File: config.mk
export PLATFORM = sky130hd
export DESIGN_NAME = srid_top
export DESIGN_NICKNAME = d
export VERILOG_FILES = /design/src/hdl/srid_pkg.sv /design/src/hdl/srid_hold_timer.sv /design/src/hdl/srid_sync.sv /design/src/hdl/srid_top.sv
export SDC_FILE = /design/constraint.sdc
export NUM_CORES = 1
export LEC_CHECK = 0
export BUFFER_PORTS_ARGS = -buffer_cell sky130_fd_sc_hd__clkbuf_2
export CORE_MARGIN = 2
export CORE_UTILIZATION = 57
export CTS_BUF_LIST = sky130_fd_sc_hd__clkbuf_16
export DETAILED_ROUTE_END_ITERATION = 10
export PLACE_DENSITY = 0.76
export SYNTH_ARGS = -nofsm -noshare
export SYNTH_HDL_FRONTEND = slang
export SYNTH_SLANG_ARGS = --single-unit
File: constraint.sdc
create_clock -name REF_CLK -period 2.65 [get_ports REF_CLK]
set_clock_uncertainty 0.1 [all_clocks]
set_input_delay 0.1325 -clock REF_CLK [delete_from_list [all_inputs] [get_ports REF_CLK]]
set_output_delay 0.1325 -clock REF_CLK [all_outputs]
set_load 0.05 [all_outputs]
File: src/hdl/srid_pkg.sv
/*
 * srid_pkg: constants, register map and carrier types for the servo remote input decoder.
 * assumes: a 50 MHz clock and a 32-bit APB register bus.
 */
package srid_pkg;

    localparam int SRID_CLK_HZ = 50_000_000;
    localparam int SRID_MS_PER_S = 1000;
    localparam int SRID_CYC_PER_MS = SRID_CLK_HZ / SRID_MS_PER_S;
    localparam int SRID_RESET_HOLD_MS = 50;
    localparam int SRID_PRE_W = 16;
    localparam int SRID_MS_W = 6;
    localparam int SRID_SYNC_W = 5;
    localparam int SRID_IRQ_W = 4;
    // idle levels of the synchronised pins, forced-stop pin idles high
    localparam logic [SRID_SYNC_W-1:0] SRID_PIN_IDLE = 5'h02;

    localparam logic [7:0] SRID_ADDR_CTRL = 8'h00;
    localparam logic [7:0] SRID_ADDR_RY_IMAGE = 8'h04;
    localparam logic [7:0] SRID_ADDR_POS_CMD = 8'h08;
    localparam logic [7:0] SRID_ADDR_SPEED_CMD = 8'h0C;
    localparam logic [7:0] SRID_ADDR_STATUS = 8'h10;
    localparam logic [7:0] SRID_ADDR_IRQ_STATUS = 8'h14;
    localparam logic [7:0] SRID_ADDR_IRQ_ENABLE = 8'h18;
    localparam logic [7:0] SRID_ADDR_IRQ_CLEAR = 8'h1C;
    localparam logic [7:0] SRID_ADDR_ALARM_CMD = 8'h20;

    localparam int SRID_EV_ALARM_SET = 0;
    localparam int SRID_EV_ALARM_CLR = 1;
    localparam int SRID_EV_FSTOP = 2;
    localparam int SRID_EV_REFRESH = 3;
    localparam int SRID_ALARM_CMD_CLR_HARD = 0;

    // remote input image, one word as the master writes it
    typedef struct packed {
        logic [8:0] spare_hi;
        logic abs_inc_select;
        logic spec_system_select;
        logic gain_set_change;
        logic proportional_only_select;
        logic internal_torque_limit_select;
        logic alarm_clear_2st;
        logic alarm_clear_1st;
        logic [7:0] pt_select;
        logic [6:0] spare_lo;
        logic servo_on;
    } srid_ry_t;

    typedef struct packed {
        logic [27:0] spare;
        logic two_station;
        logic function_select_d1_param;
        logic command_system_param;
        logic direct_spec_select_param;
    } srid_ctrl_t;

    typedef struct packed {
        logic [25:0] spare;
        logic movement_complete;
        logic clear_held;
        logic base_enable;
        logic forced_stop_clear;
        logic hard_alarm;
        logic alarm;
    } srid_status_t;

    typedef struct packed {
        logic prop_only;
        logic int_tl;
        logic alt_gain;
        logic cmd_regs;
        logic pos_inc;
        logic base_en;
        logic dyn_brake;
        logic alarm;
        logic irq;
        logic [7:0] pt_number;
        logic [31:0] pos_cmd;
        logic [15:0] speed_cmd;
    } srid_out_t;

    localparam srid_ctrl_t SRID_CTRL_RST = '0;
    localparam srid_ry_t SRID_RY_RST = '0;

endpackage

File: src/hdl/srid_hold_timer.sv
/*
 * srid_hold_timer: flags a level held high for the alarm clear hold time.
 * assumes: a millisecond timebase derived from clk by CYC_PER_MS.
 */
`timescale 1ns/10ps
`default_nettype none
module srid_hold_timer
    import srid_pkg::*;
#(
    parameter int CYC_PER_MS = SRID_CYC_PER_MS
) (
    input wire logic clk,
    input wire logic rst,
    input wire logic ce,
    input wire logic level,
    output logic held
);
    logic [SRID_PRE_W-1:0] pre_q;
    logic [SRID_PRE_W-1:0] pre_d;
    logic [SRID_MS_W-1:0] ms_q;
    logic [SRID_MS_W-1:0] ms_d;
    logic held_d;

    always_comb begin
        pre_d = pre_q;
        ms_d = ms_q;
        held_d = held;
        if (!level) begin
            pre_d = '0;
            ms_d = '0;
            held_d = 1'b0;
        end else if (!held) begin
            if (pre_q == SRID_PRE_W'(CYC_PER_MS - 1)) begin
                pre_d = '0;
                ms_d = ms_q + 1'b1;
                if (ms_q == SRID_MS_W'(SRID_RESET_HOLD_MS - 1)) begin
                    held_d = 1'b1;
                end
            end else begin
                pre_d = pre_q + 1'b1;
            end
        end
    end

    always_ff @(posedge clk) begin
        if (rst) begin
            pre_q <= '0;
            ms_q <= '0;
            held <= 1'b0;
        end else if (ce) begin
            pre_q <= pre_d;
            ms_q <= ms_d;
            held <= held_d;
        end
    end
endmodule // srid_hold_timer
`default_nettype wire

File: src/hdl/srid_sync.sv
/*
 * srid_sync: two-flop synchroniser for a group of pin levels.
 * assumes: inputs are asynchronous to clk; ce freezes the flops.
 */
`timescale 1ns/10ps
`default_nettype none
module srid_sync #(
    parameter int W = 1,
    parameter logic [W-1:0] RST_VAL = '0
) (
    input wire logic clk,
    input wire logic rst,
    input wire logic ce,
    input wire logic [W-1:0] din,
    output logic [W-1:0] dout
);
    logic [W-1:0] meta_q;
    logic [W-1:0] meta_d;
    logic [W-1:0] sync_d;

    always_comb begin
        meta_d = ce ? din : meta_q;
        sync_d = ce ? meta_q : dout;
    end

    always_ff @(posedge clk) begin
        if (rst) begin
            meta_q <= RST_VAL;
            dout <= RST_VAL;
        end else begin
            meta_q <= meta_d;
            dout <= sync_d;
        end
    end
endmodule // srid_sync
`default_nettype wire

File: src/hdl/srid_top.sv
/*
 * srid_top: remote input decoder of a servo driver with APB register access.
 * assumes: the master writes remote bits over APB, pins arrive asynchronously,
 * one 50 MHz clock with synchronous active-high reset.
 */
// Implementation choices: the APB slave port and the address map.
`timescale 1ns/10ps
`default_nettype none
module srid_top
    import srid_pkg::*;
#(
    parameter int CYC_PER_MS = SRID_CYC_PER_MS
) (
    input wire logic REF_CLK,
    input wire logic RST,
    input wire logic CE,
    input wire logic PSEL,
    input wire logic PENABLE,
    input wire logic PWRITE,
    input wire logic [7:0] PADDR,
    input wire logic [31:0] PWDATA,
    output logic [31:0] PRDATA,
    output logic PREADY,
    output logic PSLVERR,
    input wire logic LINK_REFRESH,
    input wire logic ALARM_TRIG,
    input wire logic ALARM_HARD,
    input wire logic FORCED_STOP_N,
    input wire logic MOVEMENT_COMPLETE,
    output logic PROPORTIONAL_ONLY,
    output logic INTERNAL_TORQUE_LIMIT,
    output logic ALT_GAIN_SET,
    output logic CMD_FROM_REGS,
    output logic POS_INCREMENTAL,
    output logic [7:0] PT_NUMBER,
    output logic [31:0] POS_CMD,
    output logic [15:0] SPEED_CMD,
    output logic BASE_ENABLE,
    output logic DYN_BRAKE,
    output logic ALARM,
    output logic IRQ
);
    logic [SRID_SYNC_W-1:0] pins_s;
    logic refresh_s;
    logic trig_s;
    logic hard_s;
    logic fs_ok;
    logic movement_complete_s;
    logic clear_held;
    logic clear_level;

    srid_ctrl_t ctrl_q, ctrl_d;
    srid_ry_t staged_q, staged_d;
    srid_ry_t act_q, act_d;
    logic [31:0] pos_q, pos_d;
    logic [15:0] spd_q, spd_d;
    logic [SRID_IRQ_W-1:0] ists_q, ists_d;
    logic [SRID_IRQ_W-1:0] ien_q, ien_d;
    logic [SRID_IRQ_W-1:0] events;
    logic alarm_q, alarm_d;
    logic hard_q, hard_d;
    logic refresh_prev_q;
    logic fs_prev_q;
    logic pready_d, pslverr_d;
    logic [31:0] prdata_d;
    logic wr_en;
    logic hard_clr;
    srid_out_t out_q, out_d;
    srid_status_t sts;

    // forced stop only on the pin
    srid_sync #(.W(SRID_SYNC_W), .RST_VAL(SRID_PIN_IDLE)) u_sync (
        .clk(REF_CLK),
        .rst(RST),
        .ce(CE),
        .din({LINK_REFRESH, ALARM_TRIG, ALARM_HARD, FORCED_STOP_N, MOVEMENT_COMPLETE}),
        .dout(pins_s)
    );
    assign {refresh_s, trig_s, hard_s, fs_ok, movement_complete_s} = pins_s;

    assign clear_level = ctrl_q.two_station ? act_q.alarm_clear_2st : act_q.alarm_clear_1st;

    srid_hold_timer #(.CYC_PER_MS(CYC_PER_MS)) u_hold (
        .clk(REF_CLK),
        .rst(RST),
        .ce(CE),
        .level(clear_level),
        .held(clear_held)
    );

    function automatic logic addr_ok(input logic [7:0] a);
        addr_ok = (a == SRID_ADDR_CTRL) || (a == SRID_ADDR_RY_IMAGE) || (a == SRID_ADDR_POS_CMD)
            || (a == SRID_ADDR_SPEED_CMD) || (a == SRID_ADDR_STATUS)
            || (a == SRID_ADDR_IRQ_STATUS) || (a == SRID_ADDR_IRQ_ENABLE)
            || (a == SRID_ADDR_IRQ_CLEAR) || (a == SRID_ADDR_ALARM_CMD);
    endfunction

    function automatic logic wr_hit(input logic en, input logic [7:0] a, input logic [7:0] r);
        wr_hit = en && (a == r);
    endfunction

    always_comb begin
        sts = '0;
        sts.alarm = alarm_q;
        sts.hard_alarm = hard_q;
        sts.forced_stop_clear = fs_ok;
        sts.base_enable = out_q.base_en;
        sts.clear_held = clear_held;
        sts.movement_complete = movement_complete_s;
    end

    // bus slave: one wait state, registered answer
    always_comb begin
        wr_en = PSEL && PENABLE && PREADY && PWRITE;
        pready_d = PSEL && PENABLE && !PREADY;
        pslverr_d = 1'b0;
        prdata_d = '0;
        if (pready_d) begin
            pslverr_d = !addr_ok(PADDR);
            if (!PWRITE) begin
                unique case (PADDR)
                    SRID_ADDR_CTRL: prdata_d = ctrl_q;
                    SRID_ADDR_RY_IMAGE: prdata_d = staged_q;
                    SRID_ADDR_POS_CMD: prdata_d = pos_q;
                    SRID_ADDR_SPEED_CMD: prdata_d = {16'h0000, spd_q};
                    SRID_ADDR_STATUS: prdata_d = sts;
                    SRID_ADDR_IRQ_STATUS: prdata_d = {28'h0000000, ists_q};
                    SRID_ADDR_IRQ_ENABLE: prdata_d = {28'h0000000, ien_q};
                    default: prdata_d = '0;
                endcase
            end
        end
        ctrl_d = wr_hit(wr_en, PADDR, SRID_ADDR_CTRL) ? srid_ctrl_t'(PWDATA) : ctrl_q;
        staged_d = wr_hit(wr_en, PADDR, SRID_ADDR_RY_IMAGE) ? srid_ry_t'(PWDATA) : staged_q;
        pos_d = wr_hit(wr_en, PADDR, SRID_ADDR_POS_CMD) ? PWDATA : pos_q;
        spd_d = wr_hit(wr_en, PADDR, SRID_ADDR_SPEED_CMD) ? PWDATA[15:0] : spd_q;
        ien_d = wr_hit(wr_en, PADDR, SRID_ADDR_IRQ_ENABLE) ? PWDATA[SRID_IRQ_W-1:0] : ien_q;
        hard_clr = wr_hit(wr_en, PADDR, SRID_ADDR_ALARM_CMD) && PWDATA[SRID_ALARM_CMD_CLR_HARD];
    end

    // alarm state, a new alarm wins over any clear
    always_comb begin
        alarm_d = alarm_q;
        hard_d = hard_q;
        // hard class cleared by command only
        if (hard_clr) begin
            alarm_d = 1'b0;
            hard_d = 1'b0;
        end
        if (clear_held && !hard_q) begin
            alarm_d = 1'b0;
        end
        if (trig_s) begin
            alarm_d = 1'b1;
            hard_d = hard_q || hard_s;
        end
    end

    // sticky events, set wins over clear
    always_comb begin
        events = '0;
        events[SRID_EV_ALARM_SET] = alarm_d && !alarm_q;
        events[SRID_EV_ALARM_CLR] = !alarm_d && alarm_q;
        events[SRID_EV_FSTOP] = !fs_ok && fs_prev_q;
        events[SRID_EV_REFRESH] = refresh_s && !refresh_prev_q;
        ists_d = ists_q;
        if (wr_hit(wr_en, PADDR, SRID_ADDR_IRQ_CLEAR)) begin
            ists_d = ists_q & ~PWDATA[SRID_IRQ_W-1:0];
        end
        ists_d = ists_d | events;
        act_d = events[SRID_EV_REFRESH] ? staged_q : act_q;
    end

    always_comb begin
        out_d.prop_only = act_q.proportional_only_select;
        out_d.int_tl = act_q.internal_torque_limit_select;
        out_d.alt_gain = act_q.gain_set_change;
        out_d.cmd_regs = act_q.spec_system_select && ctrl_q.direct_spec_select_param;
        out_d.pos_inc = out_d.cmd_regs && ctrl_q.command_system_param && act_q.abs_inc_select;
        out_d.pt_number = act_q.pt_select;
        out_d.pos_cmd = pos_q;
        out_d.speed_cmd = spd_q;
        out_d.base_en = act_q.servo_on && !alarm_q && fs_ok
            && !(clear_level && ctrl_q.function_select_d1_param);
        out_d.dyn_brake = !fs_ok;
        out_d.alarm = alarm_q;
        out_d.irq = |(ists_q & ien_q);
    end

    always_ff @(posedge REF_CLK) begin
        if (RST) begin
            ctrl_q <= SRID_CTRL_RST;
            staged_q <= SRID_RY_RST;
            act_q <= SRID_RY_RST;
            pos_q <= '0;
            spd_q <= '0;
            ists_q <= '0;
            ien_q <= '0;
            alarm_q <= 1'b0;
            hard_q <= 1'b0;
            refresh_prev_q <= 1'b0;
            fs_prev_q <= 1'b0;
            PREADY <= 1'b0;
            PSLVERR <= 1'b0;
            PRDATA <= '0;
            out_q <= '0;
        end else if (CE) begin
            ctrl_q <= ctrl_d;
            staged_q <= staged_d;
            act_q <= act_d;
            pos_q <= pos_d;
            spd_q <= spd_d;
            ists_q <= ists_d;
            ien_q <= ien_d;
            alarm_q <= alarm_d;
            hard_q <= hard_d;
            refresh_prev_q <= refresh_s;
            fs_prev_q <= fs_ok;
            PREADY <= pready_d;
            PSLVERR <= pslverr_d;
            PRDATA <= prdata_d;
            out_q <= out_d;
        end
    end

    assign PROPORTIONAL_ONLY = out_q.prop_only;
    assign INTERNAL_TORQUE_LIMIT = out_q.int_tl;
    assign ALT_GAIN_SET = out_q.alt_gain;
    assign CMD_FROM_REGS = out_q.cmd_regs;
    assign POS_INCREMENTAL = out_q.pos_inc;
    assign PT_NUMBER = out_q.pt_number;
    assign POS_CMD = out_q.pos_cmd;
    assign SPEED_CMD = out_q.speed_cmd;
    assign BASE_ENABLE = out_q.base_en;
    assign DYN_BRAKE = out_q.dyn_brake;
    assign ALARM = out_q.alarm;
    assign IRQ = out_q.irq;

    prop_only_a: assert property (
        @(posedge REF_CLK) disable iff (RST)
        CE |=> PROPORTIONAL_ONLY == $past(act_q.proportional_only_select))
        else $error("proportional-only output does not follow remote bit");

    torque_sel_a: assert property (
        @(posedge REF_CLK) disable iff (RST)
        CE |=> INTERNAL_TORQUE_LIMIT == $past(act_q.internal_torque_limit_select))
        else $error("torque limit source does not follow remote bit");

    gain_set_a: assert property (
        @(posedge REF_CLK) disable iff (RST)
        CE && act_q.gain_set_change |=> ALT_GAIN_SET)
        else $error("alternate gain set not selected");

    cmd_source_a: assert property (
        @(posedge REF_CLK) disable iff (RST)
        CE && !act_q.spec_system_select |=> !CMD_FROM_REGS && PT_NUMBER == $past(act_q.pt_select))
        else $error("point-table command source wrong");

    abs_inc_a: assert property (
        @(posedge REF_CLK) disable iff (RST)
        CE && !(act_q.spec_system_select && ctrl_q.command_system_param) |=> !POS_INCREMENTAL)
        else $error("incremental select honoured while invalid");

    alarm_hold_a: assert property (
        @(posedge REF_CLK) disable iff (RST)
        CE && alarm_q && !clear_held && !hard_clr |=> alarm_q)
        else $error("alarm cleared before hold time");

    hard_alarm_a: assert property (
        @(posedge REF_CLK) disable iff (RST)
        CE && hard_q && !hard_clr |=> hard_q && alarm_q)
        else $error("hard alarm cleared without command");

    base_clear_a: assert property (
        @(posedge REF_CLK) disable iff (RST)
        CE && clear_level && ctrl_q.function_select_d1_param |=> !BASE_ENABLE)
        else $error("base stays on under clear with function digit set");

    forced_stop_a: assert property (
        @(posedge REF_CLK) disable iff (RST)
        CE && !fs_ok |=> !BASE_ENABLE && DYN_BRAKE)
        else $error("forced stop did not shut base");

    apb_answer_a: assert property (
        @(posedge REF_CLK) disable iff (RST)
        CE && PSEL && PENABLE && !PREADY |=> PREADY)
        else $error("bus access not answered in one cycle");
endmodule // srid_top
`default_nettype wire

==> implementation parameters <==
Parameter                              Value

Drt
  Total Routed Length ... 29,630 um
  DRC ... 0
  Number of antenna-violating nets in the routed design ... 0
  Count of routing violations after the opening detailed-route iteration ... between 700 and 800
  Routed vias ... just under 10,000
  Via/cell ratio ... approximately 5.7
  Number of iterations in the first detailed-routing pass ... 6
  Detailed-route wire length per cell ... approximately 18 um

Worst setup path
  Reg-to-reg setup timing slack ... around 0.36 ns
  Nature of the critical path endpoint ... flip-flop
  Critical path peak fanout ... 12
  Data arrival time of the worst path ... between 2 and 3 ns
  Required time of the worst setup path ... approximately 3.0 ns
  Reg2Reg Capture Point ... u_hold.ms_q[3]$_SDFFE_PP0P_
  Max stage delay cell, worst path ... or4_1
  Type of the setup path with the least slack ... flip-flop to flip-flop
  Depth of the worst register-to-register path ... 4
  FF-to-FF Start ... u_hold.pre_q[3]$_SDFFE_PP0P_
  Startpoint kind of the worst setup timing path ... flip-flop
  Buf/Inv on CP ... 0
  Cells traversed along the worst timing path ... nor4b_1 > a41oi_1 > or4_1 > a21boi_0
  Longest individual stage delay on the worst path ... between 0.6 and 0.7 ns
  Crit path depth ... 4
  Dominant delay contributor by cell family on the critical path ... simple AND/OR/NAND/NOR gates

Logic synthesis
  Synthesis Warnings ... 0
  Top-area cell type share of the netlist area ... around 49%
  Primary flip-flop cell chosen by synthesis mapping ... dfxtp_1
  Share of synthesized area occupied by flip-flops and latches ... 48.72%
  Leading post-synthesis cells by cell area ... dfxtp_1 (49%), mux2i_1 (13%), nand2_1 (10%), a21oi_1 (4.4%), nor2_1 (3.2%)
  Number of flops mapped to enable cells by yosys ... 0
  Number of register bits inferred by synthesis ... 272
  Synth Instances ... 1,246
  Mapped cell area ... ~11,000 sq um
  Synthesized netlist net count ... 1,300
  Share of async-settable or async-resettable flops after synthesis ... 0%
  Most area-hungry cell type in the Yosys netlist ... dfxtp_1
  Netlist cell types ... 64
  Average footprint of a synthesized cell ... roughly 9 sq um

CTS
  Htree depth ... 1
  Clk sinks ... 272
  Clock slew seen by the registers of the worst setup and hold paths ... 0.06 ns
  CTS root buffer ... clkbuf_16
  TritonCTS clock tree ... done
  Post-CTS Repair Setup Buffers ... 0
  Clock latency reported for the late side of the worst-skew pair ... around 0.53 ns
  Bufs on Longest Clock Path ... 3
  Number of buffers created by CTS ... 28

GRT
  Largest net degree at the start of global routing ... 99
  First-pass GRT wire length ... 46,660 um
  Vias in the first global route ... slightly above 9,000
  Initial antenna violation count ... 0
  Total overflow reported by the global router ... 0
  All-layer global routing usage ... roughly 28%

Min path
  Hold/Removal Path Class ... input pin to flip-flop
  End point of the most critical hold path ... PREADY$_SDFFE_PP0P_
  Worst hold stages ... 4
  Start point of the worst hold path ... PENABLE

Timing
  Min Clock Period, post-route ... around 2.3 ns
  F_max ... 435.9 MHz
  Count of pins over their slew limit ... 0
  Hold violation count in the final report ... 0
  Final setup vio count ... 0
  Unrepaired setup endpoints after global routing ... no
  Worst slew margin relative to its limit ... between 30% and 40%
  Setup ws final ... about 0.36 ns
  Final worst-path cycle share ... between 80% and 90%
  Worst-margin pin slew ... 0.9196 ns
  Setup tns final ... 0 ns

Placement
  Port Buffer Count ... 149
  Gp weighted congestion ... approximately 0.9
  Worst setup slack after placement ... between 0.3 and 0.4 ns
  HPWL after detailed placement ... between 15,000 and 20,000 um

Floorplan
  I/O pin count ... 150
  Area of the die ... 20,740 sq um
  Core area ... roughly 19,000 sq um
  Std cell rows ... roughly 50
  Die Span Y ... 144.0 um
  Initial Util ... about 58%
  Die width ... roughly 140 um

Final layout
  Final net count ... ~1,500
  Most common cell after layout, fill and taps aside ... nand2_1
  FILL cells ... about 1,500
  Commonest cells after routing, fill and taps aside ... nand2_1 (297), dfxtp_1 (272), mux2i_1 (147), clkbuf_2 (147), a21oi_1 (99)
  Fraction of the core area covered by cells at the end of the flow ... about 70%
  Share of layout cells above drive strength 1 ... around 17%
  Area delta synth->final ... 20.76%
  Total inserted antenna cells ... 0

Status
  Run status ... finished, final reports clean

Power and ir drop
  Total power divided by cell area ... ~630 nW/um^2
  Leakage ... approximately 0.0053 uW
  Peak supply drop ... approximately 490 uV

Run
  Max capacitance violation total ... 0
[cell usage after synthesis, types with 16 or more instances]
cell / instances
a22oi_1: 17
clkbuf_1: 56
o21ai_0: 34
a22o_1: 27
nor2_1: 95
dfxtp_1: 272
mux2i_1: 147
a21oi_1: 99
buf_2: 16
nand2_1: 297
[metal layers]
layer  global-route usage [%]  wire, um
met1                    38.63     12990
met2                    45.71     14060
met3                    3.808      1870
met4                    8.875       707
met5                        0         0
[state kept, by name (all words and copies together) (netlist names), 5 cells and up]
signal         flops
u_sync.dout        5
u_sync.meta_q      5
PT_NUMBER          8
u_hold.pre_q      16
SPEED_CMD         16
PRDATA            32
u_hold.ms_q        6
ctrl_q            32
POS_CMD           32
act_q             16
pos_q             32
staged_q          32
spd_q             16
[worst max path at each step]
stage	start	to	slack (ns)
finish	u_hold.pre_q[3]$_SDFFE_PP0P_	u_hold.ms_q[3]$_SDFFE_PP0P_	0.36
global route	u_hold.pre_q[0]$_SDFFE_PP0P_	u_hold.pre_q[8]$_SDFFE_PP0P_	0.15
CTS	u_hold.pre_q[4]$_SDFFE_PP0P_	u_hold.ms_q[3]$_SDFFE_PP0P_	0.33
detailed placement	u_hold.pre_q[4]$_SDFFE_PP0P_	u_hold.ms_q[3]$_SDFFE_PP0P_	0.34
global placement	u_hold.pre_q[4]$_SDFFE_PP0P_	u_hold.ms_q[3]$_SDFFE_PP0P_	0.41
floorplan	PREADY$_SDFFE_PP0P_	spd_q[10]$_SDFFE_PP0P_	0.58
[cells by family (layout without fill, tap and decap cells)]
group	count (synthesis)	in the layout	synth area share (%)
flops	272	272	48.72
xor+xnor	8	8	0.6270
simple gates	479	479	19.07
fa+ha+maj	3	3	0.3359
mux	164	164	15.18
buf+inv	99	280	3.739
compound gates	221	221	12.33
[report_power, final]
group	leakage, uW	internal [uW]	switching (uW)
Sequential	0.00219	4100	13.4
Combinational	0.00270	160	273
Clock	0.000454	2350	1600
Total	0.00535	6610	1880
[what timing repair did]
item,in CTS,in global routing
endpoints found under the hold margin,164,0
hold buffers,45,0
resized for setup,0,0
[cell type report]
class                      count  area (sq um)  area share [%]
timing repair buffer         219          1443           10.69
clock buffer                  29         725.7           5.377
multi-input combinational    875          5318           39.40
inverter                      11         41.29          0.3060
sequential                   272          5445           40.35
clock inverter                21         191.4           1.419
tap                          265         331.6           2.457
[metrics by stage]
step                      cells  hold slack (ns)  instance area, sq um  power [uW]
final                      1692          0.02398                 13500        8497
after global placement     1597           0.2685                 12130        4578
after CTS                  1692         0.007377                 13500        8523
after detailed placement   1597           0.2785                 12130        4580
after global routing       1692          0.03410                 13500        8747
after floorplan            1246           0.1413                 11180        4436
[worst min-delay path: cells and delay by family]
kind / cells / cell delay [ns]
AND/OR/NAND/NOR: 2 / 0.30
buffers and inverters: 1 / 0.10
AO/OA/AOI/OAI: 1 / 0.07
Note: power is estimated with default switching activity, not from simulation.
